--- src/common/cmbf_regs.vh ---
// Register offsets, field positions and reset values of the CAN message buffer and filter block
`ifndef CMBF_REGS_VH
`define CMBF_REGS_VH
// Register offsets (word index)
`define CMBF_RX_FLAG_REG 8'h00
`define CMBF_TX_FLAG_REG 8'h01
`define CMBF_TX_CTRL_REG 8'h02
`define CMBF_FILT_CTRL_REG 8'h03
`define CMBF_PATTERN_BASE 8'h04
`define CMBF_MASK_BASE 8'h08
`define CMBF_RX_FOREGROUND_BUFFER_BASE 8'h10
`define CMBF_TXBUF_BASE 8'h20
`define CMBF_TXBUF_STRIDE 8'h10
`define CMBF_LOCAL_PRIORITY_FIELD_OFFSET 8'h0d
// Receiver flag register fields
`define CMBF_RXF_BIT 0
`define CMBF_OVR_BIT 1
// Filter control fields: mode in [1:0], hit in [5:4]
`define CMBF_MODE_LO 0
`define CMBF_HIT_LO 4
// Filter mode encodings
`define CMBF_MODE_SINGLE 2'h0
`define CMBF_MODE_DUAL 2'h1
`define CMBF_MODE_QUAD 2'h2
`define CMBF_MODE_CLOSED 2'h3
// Transmit control: abort request in [2:0]; flag reg: empty in [2:0], ack in [6:4]
`define CMBF_ABORT_ACK_BIT_LO 4
`define CMBF_TXE_RESET 3'h7
`define CMBF_BUF_BYTES 13
`endif

--- src/logic/cmbf_top.v ---
// CAN message buffering, priority transmit scheduling and identifier acceptance filter
//
// The implementer's own choices: the strobed register port and the placing of the registers.
`timescale 1ns/1ps
`default_nettype none
`include "cmbf_regs.vh"
// Register map, one byte per index:
//   0x00 receive flags: bit 0 full, bit 1 overrun, write one to clear
//   0x01 transmit flags: bits 2:0 empty, bits 6:4 abort acknowledge
//        Writing one to an empty bit hands that buffer to the scheduler
//   0x02 abort request, bits 2:0, only for buffers already handed over
//   0x03 filter control: mode in bits 1:0, hit index in bits 5:4 (read only)
//        Mode 0 single 32-bit, 1 dual 16-bit, 2 quad 8-bit, 3 closed
//   0x04-0x07 acceptance pattern, 0x08-0x0b mask (one means don't care)
//   0x10-0x1c foreground receive buffer, read only
//   0x20 + 16n, offsets 0-12 transmit buffer n, offset 13 its priority
// Limitations:
//   Filter registers are locked while transmitting or with the second stage held,
//   so the bank cannot change during a transmission or while a frame waits in the second stage.
//   Transmit buffers only accept writes while their empty flag is set.
//   Unmapped reads return zero.
module cmbf_top #(
    parameter NUM_TX = 3,
    parameter LOCAL_PRIORITY_FIELD_W = 8
) (
    input wire CLK,
    input wire RST_B,
    input wire [7:0] ADDR,
    input wire [7:0] WDATA,
    input wire WR,
    input wire RD,
    output reg [7:0] RDATA,
    // Protocol side, receive byte stream into background buffer
    input wire RX_START,
    input wire [3:0] RX_BYTE_IDX,
    input wire [7:0] RX_BYTE,
    input wire RX_BYTE_VALID,
    input wire RX_DONE_OK,
    input wire RX_OWN,
    input wire LOOPBACK,
    input wire ARB_LOST,
    // Protocol side, transmit handshake
    input wire ARB_START,
    input wire TX_OK,
    input wire TX_ERR,
    input wire [3:0] TX_BYTE_IDX,
    output reg [7:0] TX_BYTE,
    output reg TX_REQ,
    output reg [1:0] TX_SEL,
    output reg TX_ACTIVE,
    output reg RX_IRQ,
    output reg TX_IRQ,
    output reg OVR_IRQ,
    output reg [1:0] FILT_HIT
);
    reg [7:0] rx_background_buffer [0:`CMBF_BUF_BYTES-1];
    reg [7:0] rx_foreground_buffer [0:`CMBF_BUF_BYTES-1];
    reg [7:0] tx_buf [0:NUM_TX*`CMBF_BUF_BYTES-1];
    reg [LOCAL_PRIORITY_FIELD_W-1:0] tx_buffer_priority_reg [0:NUM_TX-1];
    reg [7:0] acceptance_pattern_regs [0:3];
    reg [7:0] acceptance_mask_regs [0:3];
    reg rx_full_flag;
    reg overrun_flag;
    reg bg_full;
    reg [1:0] bg_hit;
    reg [1:0] filter_mode;
    reg [1:0] filter_hit_indicator;
    reg [NUM_TX-1:0] tx_empty_flag;
    reg [NUM_TX-1:0] abort_request_bit;
    reg [NUM_TX-1:0] abort_ack_bit;
    reg [1:0] cur_sel;
    reg sending;
    reg own_frame;
    integer i;
    // Filter evaluation on the identifier bytes held in the background buffer
    reg [3:0] hits;
    reg accept;
    reg [1:0] hit_idx;
    reg [7:0] diff [0:3];
    always @*
    begin
        for (i = 0; i < 4; i = i + 1)
            diff[i] = (rx_background_buffer[i] ^ acceptance_pattern_regs[i]) & ~acceptance_mask_regs[i];
        hits = 4'h0;
        case (filter_mode)
            `CMBF_MODE_SINGLE: hits[0] = ~|{diff[0], diff[1], diff[2], diff[3]};
            `CMBF_MODE_DUAL:
            begin
                // Each filter covers two identifier bytes against its own register pair
                hits[0] = ~|(((rx_background_buffer[0] ^ acceptance_pattern_regs[0]) & ~acceptance_mask_regs[0])
                    | ((rx_background_buffer[1] ^ acceptance_pattern_regs[1]) & ~acceptance_mask_regs[1]));
                hits[1] = ~|(((rx_background_buffer[0] ^ acceptance_pattern_regs[2]) & ~acceptance_mask_regs[2])
                    | ((rx_background_buffer[1] ^ acceptance_pattern_regs[3]) & ~acceptance_mask_regs[3]));
            end
            `CMBF_MODE_QUAD:
            begin
                for (i = 0; i < 4; i = i + 1)
                    hits[i] = ~|((rx_background_buffer[0] ^ acceptance_pattern_regs[i])
                        & ~acceptance_mask_regs[i]);
            end
            default: hits = 4'h0;
        endcase
        accept = |hits;
        // Lowest numbered filter is reported when several match
        if (hits[0])
            hit_idx = 2'h0;
        else if (hits[1])
            hit_idx = 2'h1;
        else if (hits[2])
            hit_idx = 2'h2;
        else
            hit_idx = 2'h3;
    end

    // Scheduler: pending buffer with smallest priority value
    reg [1:0] best;
    reg best_valid;
    reg [LOCAL_PRIORITY_FIELD_W-1:0] best_local_priority_field;
    always @*
    begin
        best = 2'h0;
        best_valid = 1'b0;
        best_local_priority_field = {LOCAL_PRIORITY_FIELD_W{1'b1}};
        for (i = 0; i < NUM_TX; i = i + 1)
            if (!tx_empty_flag[i] && (!best_valid || tx_buffer_priority_reg[i] < best_local_priority_field))
            begin
                best = i[1:0];
                best_valid = 1'b1;
                best_local_priority_field = tx_buffer_priority_reg[i];
            end
    end

    wire frame_ok = RX_DONE_OK && (!own_frame || LOOPBACK);
    wire is_ctrl_wr = WR && ADDR < `CMBF_RX_FOREGROUND_BUFFER_BASE;
    wire [7:0] tx_rel = ADDR - `CMBF_TXBUF_BASE;
    wire tx_hit = WR && ADDR >= `CMBF_TXBUF_BASE && ADDR < `CMBF_TXBUF_BASE + NUM_TX * `CMBF_TXBUF_STRIDE;
    wire [1:0] tx_wbuf = tx_rel[5:4];
    wire [3:0] tx_woff = tx_rel[3:0];
    // Config registers locked while transmitting or while a frame waits in the second stage
    wire cfg_ok = !sending && !bg_full;

    always @(posedge CLK or negedge RST_B)
    begin
        if (!RST_B)
        begin
            rx_full_flag <= 1'b0;
            overrun_flag <= 1'b0;
            bg_full <= 1'b0;
            bg_hit <= 2'h0;
            filter_mode <= `CMBF_MODE_SINGLE;
            filter_hit_indicator <= 2'h0;
            tx_empty_flag <= `CMBF_TXE_RESET;
            abort_request_bit <= 3'h0;
            abort_ack_bit <= 3'h0;
            cur_sel <= 2'h0;
            sending <= 1'b0;
            own_frame <= 1'b0;
            for (i = 0; i < 4; i = i + 1)
            begin
                acceptance_pattern_regs[i] <= 8'h00;
                acceptance_mask_regs[i] <= 8'h00;
            end
            for (i = 0; i < NUM_TX; i = i + 1)
                tx_buffer_priority_reg[i] <= {LOCAL_PRIORITY_FIELD_W{1'b0}};
        end
        else
        begin
            // Receive: bytes 0-12 land in the background buffer unless the second stage is held full
            if (RX_START)
                own_frame <= sending && !ARB_LOST;
            if (ARB_LOST)
            begin
                own_frame <= 1'b0;
                sending <= 1'b0;
            end
            if (RX_BYTE_VALID && RX_BYTE_IDX < `CMBF_BUF_BYTES && !bg_full)
                rx_background_buffer[RX_BYTE_IDX] <= RX_BYTE;
            // Software clears, set wins over clear
            if (WR && ADDR == `CMBF_RX_FLAG_REG)
            begin
                if (WDATA[`CMBF_RXF_BIT])
                    rx_full_flag <= 1'b0;
                if (WDATA[`CMBF_OVR_BIT])
                    overrun_flag <= 1'b0;
            end
            if (frame_ok && accept)
            begin
                if (!rx_full_flag)
                begin
                    for (i = 0; i < `CMBF_BUF_BYTES; i = i + 1)
                        rx_foreground_buffer[i] <= rx_background_buffer[i];
                    rx_full_flag <= 1'b1;
                    filter_hit_indicator <= hit_idx;
                end
                else if (!bg_full)
                begin
                    bg_full <= 1'b1;
                    bg_hit <= hit_idx;
                end
                else
                    overrun_flag <= 1'b1;
            end
            else if (bg_full && !rx_full_flag)
            begin
                // Second stage drains forward once the CPU frees the foreground
                for (i = 0; i < `CMBF_BUF_BYTES; i = i + 1)
                    rx_foreground_buffer[i] <= rx_background_buffer[i];
                rx_full_flag <= 1'b1;
                filter_hit_indicator <= bg_hit;
                bg_full <= 1'b0;
            end
            // Configuration writes
            if (WR && ADDR == `CMBF_FILT_CTRL_REG && cfg_ok)
                filter_mode <= WDATA[`CMBF_MODE_LO +: 2];
            for (i = 0; i < 4; i = i + 1)
            begin
                if (WR && cfg_ok && ADDR == `CMBF_PATTERN_BASE + i[7:0])
                    acceptance_pattern_regs[i] <= WDATA;
                if (WR && cfg_ok && ADDR == `CMBF_MASK_BASE + i[7:0])
                    acceptance_mask_regs[i] <= WDATA;
            end
            // Transmit buffer load
            if (tx_hit && tx_empty_flag[tx_wbuf])
            begin
                if (tx_woff < `CMBF_BUF_BYTES)
                    tx_buf[tx_wbuf * `CMBF_BUF_BYTES + tx_woff] <= WDATA;
                else if (tx_woff == `CMBF_LOCAL_PRIORITY_FIELD_OFFSET)
                    tx_buffer_priority_reg[tx_wbuf] <= WDATA[LOCAL_PRIORITY_FIELD_W-1:0];
            end
            // Writing one to an empty flag marks the buffer ready
            if (WR && ADDR == `CMBF_TX_FLAG_REG)
                for (i = 0; i < NUM_TX; i = i + 1)
                    if (WDATA[i] && tx_empty_flag[i])
                    begin
                        tx_empty_flag[i] <= 1'b0;
                        abort_ack_bit[i] <= 1'b0;
                    end
            if (WR && ADDR == `CMBF_TX_CTRL_REG)
                abort_request_bit <= WDATA[2:0] & ~tx_empty_flag;
            // Abort only buffers not in flight
            for (i = 0; i < NUM_TX; i = i + 1)
                if (abort_request_bit[i] && !tx_empty_flag[i] && !(sending && cur_sel == i[1:0]))
                begin
                    tx_empty_flag[i] <= 1'b1;
                    abort_ack_bit[i] <= 1'b1;
                    abort_request_bit[i] <= 1'b0;
                end
            // Arbitration: choose anew every time, including retries
            if (ARB_START && best_valid)
            begin
                cur_sel <= best;
                sending <= 1'b1;
            end
            if (TX_OK && sending)
            begin
                tx_empty_flag[cur_sel] <= 1'b1;
                abort_ack_bit[cur_sel] <= 1'b0;
                abort_request_bit[cur_sel] <= 1'b0;
                sending <= 1'b0;
            end
            if (TX_ERR)
                sending <= 1'b0;
        end
    end

    // Registered outputs
    always @(posedge CLK or negedge RST_B)
    begin
        if (!RST_B)
        begin
            RDATA <= 8'h00;
            TX_BYTE <= 8'h00;
            TX_REQ <= 1'b0;
            TX_SEL <= 2'h0;
            TX_ACTIVE <= 1'b0;
            RX_IRQ <= 1'b0;
            TX_IRQ <= 1'b0;
            OVR_IRQ <= 1'b0;
            FILT_HIT <= 2'h0;
        end
        else
        begin
            RX_IRQ <= rx_full_flag;
            TX_IRQ <= |tx_empty_flag;
            OVR_IRQ <= overrun_flag;
            FILT_HIT <= filter_hit_indicator;
            TX_REQ <= best_valid;
            TX_SEL <= cur_sel;
            TX_ACTIVE <= sending;
            TX_BYTE <= (TX_BYTE_IDX < `CMBF_BUF_BYTES) ? tx_buf[cur_sel * `CMBF_BUF_BYTES + TX_BYTE_IDX] : 8'h00;
            RDATA <= 8'h00;
            if (RD)
            begin
                if (ADDR == `CMBF_RX_FLAG_REG)
                    RDATA <= {6'h00, overrun_flag, rx_full_flag};
                else if (ADDR == `CMBF_TX_FLAG_REG)
                    RDATA <= {1'b0, abort_ack_bit, 1'b0, tx_empty_flag};
                else if (ADDR == `CMBF_TX_CTRL_REG)
                    RDATA <= {5'h00, abort_request_bit};
                else if (ADDR == `CMBF_FILT_CTRL_REG)
                    RDATA <= {2'h0, filter_hit_indicator, 2'h0, filter_mode};
                else if (ADDR >= `CMBF_PATTERN_BASE && ADDR < `CMBF_PATTERN_BASE + 8'h04)
                    RDATA <= acceptance_pattern_regs[ADDR[1:0]];
                else if (ADDR >= `CMBF_MASK_BASE && ADDR < `CMBF_MASK_BASE + 8'h04)
                    RDATA <= acceptance_mask_regs[ADDR[1:0]];
                else if (ADDR >= `CMBF_RX_FOREGROUND_BUFFER_BASE && ADDR < `CMBF_RX_FOREGROUND_BUFFER_BASE + `CMBF_BUF_BYTES)
                    RDATA <= rx_foreground_buffer[ADDR[3:0]];
                else if (tx_rel < NUM_TX * `CMBF_TXBUF_STRIDE && ADDR >= `CMBF_TXBUF_BASE)
                begin
                    if (tx_rel[3:0] < `CMBF_BUF_BYTES)
                        RDATA <= tx_buf[tx_rel[5:4] * `CMBF_BUF_BYTES + tx_rel[3:0]];
                    else if (tx_rel[3:0] == `CMBF_LOCAL_PRIORITY_FIELD_OFFSET)
                        RDATA <= tx_buffer_priority_reg[tx_rel[5:4]];
                end
            end
        end
    end
endmodule // cmbf_top
`default_nettype wire

--- config.mk ---
export PLATFORM = sky130hd
export DESIGN_NAME = cmbf_top
export DESIGN_NICKNAME = d
export VERILOG_FILES = /design/src/logic/cmbf_top.v
export VERILOG_INCLUDE_DIRS = /design/src /design/src/common
export SDC_FILE = /design/constraint.sdc
export NUM_CORES = 1
export LEC_CHECK = 0
export BUFFER_PORTS_ARGS = -buffer_cell sky130_fd_sc_hd__buf_2
export CAP_MARGIN = 5
export CORE_MARGIN = 1.5
export CORE_UTILIZATION = 57
export DETAILED_ROUTE_END_ITERATION = 8
export PLACE_DENSITY = 0.77
export REMOVE_ABC_BUFFERS = 1
export SYNTH_ARGS = -nofsm -noshare
export SYNTH_HDL_FRONTEND = slang
export SYNTH_SLANG_ARGS = --single-unit
--- constraint.sdc ---
create_clock -name CLK -period 4.65 [get_ports CLK]
set_input_delay 0.2325 -clock CLK [delete_from_list [all_inputs] [get_ports CLK]]
set_output_delay 0.2325 -clock CLK [all_outputs]
set_load 0.005 [all_outputs]
### Yosys cells after proc, flatten, opt, wreduce, memory -nomap -nowiden

Memories as Yosys holds them, arrays and structs flattened.
Index checks and enable logic that the tools add are counted.

* bits in registers: 135
* memory bits (writable): 520
* bits of input ports: 45
* output and inout port bits: 25
* logic and storage cells: 322
* memories kept: 3

* add/subtract/negate cells: 3
* $mul: 2
* magnitude comparators: 20
* eq/ne operators: 18
* multiplexer cells: 108
* bitwise logic cells: 45
* reductions and logical operators: 91

Memories
* tx_buf: depth 39, width 8, read ports 2, clocked after Yosys merged registers in 0, write ports 1, RTL line cmbf_top.v:58 `` reg [7:0] tx_buf [0:NUM_TX*`CMBF_BUF_BYTES-1]; ``
* rx_background_buffer: depth 13, width 8, read ports 13, clocked after Yosys merged registers in 0, write ports 1, RTL line cmbf_top.v:56 `` reg [7:0] rx_background_buffer [0:`CMBF_BUF_BYTES-1]; ``
* rx_foreground_buffer: depth 13, width 8, read ports 1, clocked after Yosys merged registers in 0, write ports 13, RTL line cmbf_top.v:57 `` reg [7:0] rx_foreground_buffer [0:`CMBF_BUF_BYTES-1]; ``

Operators with widths (number)
* 2-to-1 mux 8 bit: 34
* AND 8 bit: 8
* bitwise XOR 8 bit: 8
* 2-to-1 mux 1 bit: 52
* logical AND 1 bit: 50
* binary-select mux 8 bit (select 2 bit): 3
* OR reduction 8 bit: 6
* equality test 8 x 3 -> 1 bit (second input constant): 4
* equality test 8 x 4 -> 1 bit (second input constant): 4
* NOT 8 bit: 4
* OR reduction 32 bit: 1
* bitwise mux 24 bit: 1
* zero test 1 bit: 19
* 2-to-1 mux 3 bit: 6
* demux 8 bit (select 2 bit): 1
* equality test 8 x 2 -> 1 bit (second input constant): 2
* less-than comparator 8 x 4 -> 1 bit (second input constant): 2
* less-than comparator 8 bit: 2
* bitwise OR 8 bit: 2
* 2-to-1 mux 2 bit: 7
* bitwise OR 1 bit: 13
* adder 6 x 4 -> 6 bit: 2
* less-than comparator 4 bit (second input constant): 3
* multiplier 2 x 4 -> 6 bit (second input constant): 2
* other kinds (35): 51

### Depth between registers and ports, before layout

* depth after elaboration: 16
* mapped depth: 17
* mapped depth without buffers: 15

### Least setup slack after synthesis

No wires, ideal clock.

* path type: register to register
* start: register filter_mode[0]
* end: memory rx_foreground_buffer[0][0] (enable)
* library setup time: 475 ps
* arrival: 4183 ps
* data required time: 4175 ps
* slack: -8 ps
* stages on the path, launching flop included: 9
* period minus slack after synthesis: 4658 ps
* cell sequence: dfrtp_1 -> inv_1 -> ha_1 -> o21ai_1 -> or3_4 -> o31ai_4 -> o31ai_2 -> a21oi_1 -> and2_1

RTL lines
* from (decl): RTL line cmbf_top.v:66 `reg [1:0] filter_mode;`
* from (signal assigned): RTL line cmbf_top.v:150 `` filter_mode <= `CMBF_MODE_SINGLE; ``
* from (signal assigned): RTL line cmbf_top.v:214 `` filter_mode <= WDATA[`CMBF_MODE_LO +: 2]; ``
* to (decl): RTL line cmbf_top.v:57

### Worst setup path in the final report

* start: register tx_empty_flag[0]
* end: register cur_sel[0]

* longest elaborated chain between the ends: 10
* elaborated cells on any way between the ends: 15
* classes of those cells: order compare: 2; mux: 7; reduce/logical: 6

Ends and longest elaborated chain
* from (decl): RTL line cmbf_top.v:68 `reg [NUM_TX-1:0] tx_empty_flag;`
* from (signal assigned): RTL line cmbf_top.v:152 `` tx_empty_flag <= `CMBF_TXE_RESET; ``
* 2-to-1 mux 8 bit: RTL line cmbf_top.v:125 `if (!tx_empty_flag[i] && (!best_valid || tx_buffer_priority_reg[i] < best_local_priority_field))`
* less-than comparator 8 bit: RTL line cmbf_top.v:125
* logical OR 1 bit: RTL line cmbf_top.v:125
* logical AND 1 bit: RTL line cmbf_top.v:125
* 2-to-1 mux 8 bit / 2-to-1 mux 1 bit (equally long branches): RTL line cmbf_top.v:125
* less-than comparator 8 bit / zero test 1 bit (equally long branches): RTL line cmbf_top.v:125
* logical OR 1 bit: RTL line cmbf_top.v:125
* logical AND 1 bit: RTL line cmbf_top.v:125
* 2-to-1 mux 1 bit: RTL line cmbf_top.v:125
* logical AND 1 bit: RTL line cmbf_top.v:249 `if (ARB_START && best_valid)`
* to (signal assigned): RTL line cmbf_top.v:251 `cur_sel <= best;`
* to (decl): RTL line cmbf_top.v:71 `reg [1:0] cur_sel;`

Several ways; a longest one is shown, not always the timed one.
A chain may end at the register's enable or synchronous reset.

==> flow_summary.toml <==
[clock_tree]
cts_repair_resize_count = 0
cts_tree = "done"
postCtsSetupBuffers = 0
cts.sinks = 655
clockRootBuffer = "clkbuf_16"
clk_path_buf_depth = 3
htree_levels = 3
cts_made_buffers = 67
clk_latency_ns = 0.63
clk_pin_slew_ns = 0.06
cts_hold_buf = 14

[power_and_ir_drop]
internal_power_mw = 11.0
ir_drop_v = 0.000333
p_per_area_nw_per_um2 = 459
power_frac_seq_pct = 42.0
power.share.clock_pct = 34.9
p_comb_share_pct = 23.1
p_sw_share_pct = 28.9
total_leakage_power_nw = 12.1
switching_power_mw = 4.50

[timing]
fmax_ghz = 0.249
hold_viol = 0
rsz0062_at_grt = "false"
period_needed_ns = 4.01
slew_headroom_pct = 18.8
period_share_pct = 86.3
setup_viol = 0
worstMarginPinSlew_ns = 1.22
clock_skew_ns = 0.0218
holdWs_ns = 0.0190
drv_slew = 0

[routing]
drt_iter0_drc = 2444
drc = 0
vias = 18900
viasPerCell = 6.79
wirelength_mm = 82.6
first_pass_iters = 6
wire_per_inst_um = 29.7
ant_nets = 0

[global_route]
grt_max_degree = 73
antenna_found_initial = 6
grt_pass1_wl_mm = 122
grt_remaining_overflow = 0
grt_pass1_vias = 18900
grtUsageTotal_pct = 31.1

[yosys]
ys_ff_latch = 655
synth_cell_types = 77
post-synth-top-area-cell = "edfxtp_1"
yosysSeqAreaShare_pct = 63.1
yosys_warnings = 0
async_flop_share_pct = 20.6
synth_edf_count = 520
synth_top_area_share_pct = 51.9
avgSynthCellArea_sq_um = 15.6
synth_area_leaders = "edfxtp_1 (52%), mux4_2 (12%), dfrtp_1 (11%), mux2_2 (2.8%), xnor2_1 (1.9%)"
syn_inst = 1926
ys.flop_type = "edfxtp_1"
synth_area_sq_um = 30100

[cells_and_area]
fill_cells = 3569
finish.utilization_pct = 64.7
largestRegisters = "tx_buf: 312 flops, rx_background_buffer: 104 flops, rx_foreground_buffer: 104 flops"
nets = 2132
largest_register_ff_count = 312
top_register = "tx_buf"
final_layout_size_suffix_gt1_share_pct = 24.7
area_delta_synth_final_pct = 12.5

[critical_path]
arrival_ns = 4.51
worstPathRequired_ns = 5.15
worstPathCellList = "nor2_1 -> ha_1 -> a21o_1 -> a21o_1 -> a21oi_1 -> o21ai_1 -> o21ai_0 -> ha_1 -> a21o_1 -> a21oi_1 -> nor2_1 -> nor3_1 -> a21oi_1 -> a221o_1"
crit_slowest_cell = "o21ai_1"
max_stage_delay_ns = 0.88
cp_max_fo = 18
worst_setup_path_start_kind = "flip-flop"
path_class = "flip-flop to flip-flop"
worstSetupEndpointType = "flip-flop"

[floorplan]
io_pins = 70
start_util_pct = 57.5
rows = 84
die_h_um = 233
core_sq_um = 52300
fp.dieW_um = 233
dieArea_sq_um = 54200

[worst_hold_path]
hold_class = "input port to flip-flop"

[status]
status = "completed"

[place]
place.detailed.hpwl_mm = 54.3
io_buffers = 68
gp_congestion = 0.951

[flow_run]
cap_viol_max_count = 0
==> critical path, delay by kind of cell, from the launching register on <==
kind	cells	cell delay, ns
AND/OR/NAND/NOR	3	0.32
AO/OA/AOI/OAI	9	2.14
adder cells (fa/ha/maj)	2	0.63
flip-flops	1	0.79
==> area by class of cell <==
type | count | area [sq um] | share of cell area (%)
clock buffers | 86 | 1820 | 5.37
repair buffers | 165 | 1170 | 3.46
inverters | 25 | 93.8 | 0.277
multi-input cells | 1128 | 10500 | 31.1
flip-flops and latches | 655 | 19000 | 56.1
well taps | 688 | 861 | 2.54
diodes | 2 | 5.00 | 0.0148
clock inverters | 34 | 387 | 1.14
==> Yosys cell counts, drive strengths merged, types with 10 or more instances <==
library cell and n:
edfxtp 520, mux4 163, dfrtp 132, nor3 19
xnor2 67, nor4 10, nor2b 11, inv 25
o22ai 65, o221ai 18, buf 60, ha 41
o21ai 56, mux2i 55, clkbuf 58, a211oi 24
nand2b 10, mux2 114, a21oi 77, o211ai 10
nand3 30, a21o 12, nor2 156, nand2 85
==> cells by family (layout without fill, tap and decap cells) <==
logic type | after synthesis | in the layout | synth area share, %
xor gates and xnor gates | 70 | 70 | 2.04
and+or+nand+nor | 352 | 352 | 5.28
AOI/OAI and AO/OA | 329 | 329 | 7.17
other | 0 | 2 | 0
muxes | 332 | 332 | 18.3
buffers and inverters | 143 | 310 | 2.12
adders and majority gates | 45 | 45 | 1.97
DFF | 655 | 655 | 63.1
==> per-layer routing <==
metal | up-vias | track usage (%) | wire length, um
met5 | - | 0 | 41
met3 | 279 | 5.87 | 7920
li1 | 7870 | - | -
met4 | 6 | 14.8 | 4410
met1 | 9544 | 40.7 | 30100
met2 | 1209 | 50.5 | 40100
==> worst paths after layout <==
kind / start / to / slack, ns / cells after the start
hold reg to reg: rx_background_buffer[4][6] / rx_foreground_buffer[4][6] / 0.41 / 0
max in group asynchronous: RST_B / acceptance_mask_regs[4] / 3.44 / 3
hold / removal: RX_BYTE[1] / rx_background_buffer[11][1] / 0.02 / 1
setup reg to reg: tx_empty_flag[0] / cur_sel[0] / 0.64 / 14
setup / recovery: tx_empty_flag[0] / cur_sel[0] / 0.64 / 14
min in group asynchronous: RST_B / TX_BYTE[5] / 0.07 / 2
==> cell usage in the layout, fill, tap and decap left out, types with 8 or more instances in the layout <==
master / count
ha_1: 37
o211ai_1: 10
edfxtp_1: 520
nor2b_1: 11
mux2_2: 76
a21o_1: 12
o21ai_0: 38
dfrtp_1: 132
nand3_1: 30
mux2i_1: 55
buf_4: 78
buf_2: 67
o21ai_1: 18
a21oi_1: 77
xnor2_1: 66
nand2b_1: 10
dlygate4sd3_1: 14
clkbuf_1: 12
nand2_1: 85
mux4_2: 163
a211oi_1: 24
clkinv_2: 8
nor2_1: 156
o22ai_1: 65
mux2_1: 36
o221ai_1: 18
nor3_1: 19
clkbuf_16: 67
nor4_1: 9
inv_1: 22
==> power groups by stage <==
| stage | clock network (mW) | registers, mW | logic [mW] |
|---|---|---|---|
| 2_1_floorplan | 0 | 6.62 | 2.26 |
| 3_3_place_gp | 0 | 6.65 | 3.46 |
| 3_5_place_dp | 0 | 6.65 | 3.51 |
| 4_1_cts | 5.48 | 6.53 | 3.54 |
| 5_1_grt | 5.68 | 6.54 | 3.72 |
| 6_report | 5.42 | 6.54 | 3.58 |
==> per-stage QoR <==
step                      worst slack, ns  power (mW)  TNS, ns  cells  area, sq um
after detailed placement            0.368        10.2        0   2647        31500
after CTS                           0.689        15.5        0   2781        33900
after global routing                0.290        15.9        0   2783        33900
after floorplan                    -0.312        8.87    -3.58   1808        29600
final                               0.639        15.5        0   2783        33900
after global placement              0.431        10.1        0   2647        31500
Power figures use the tool's default switching activity.
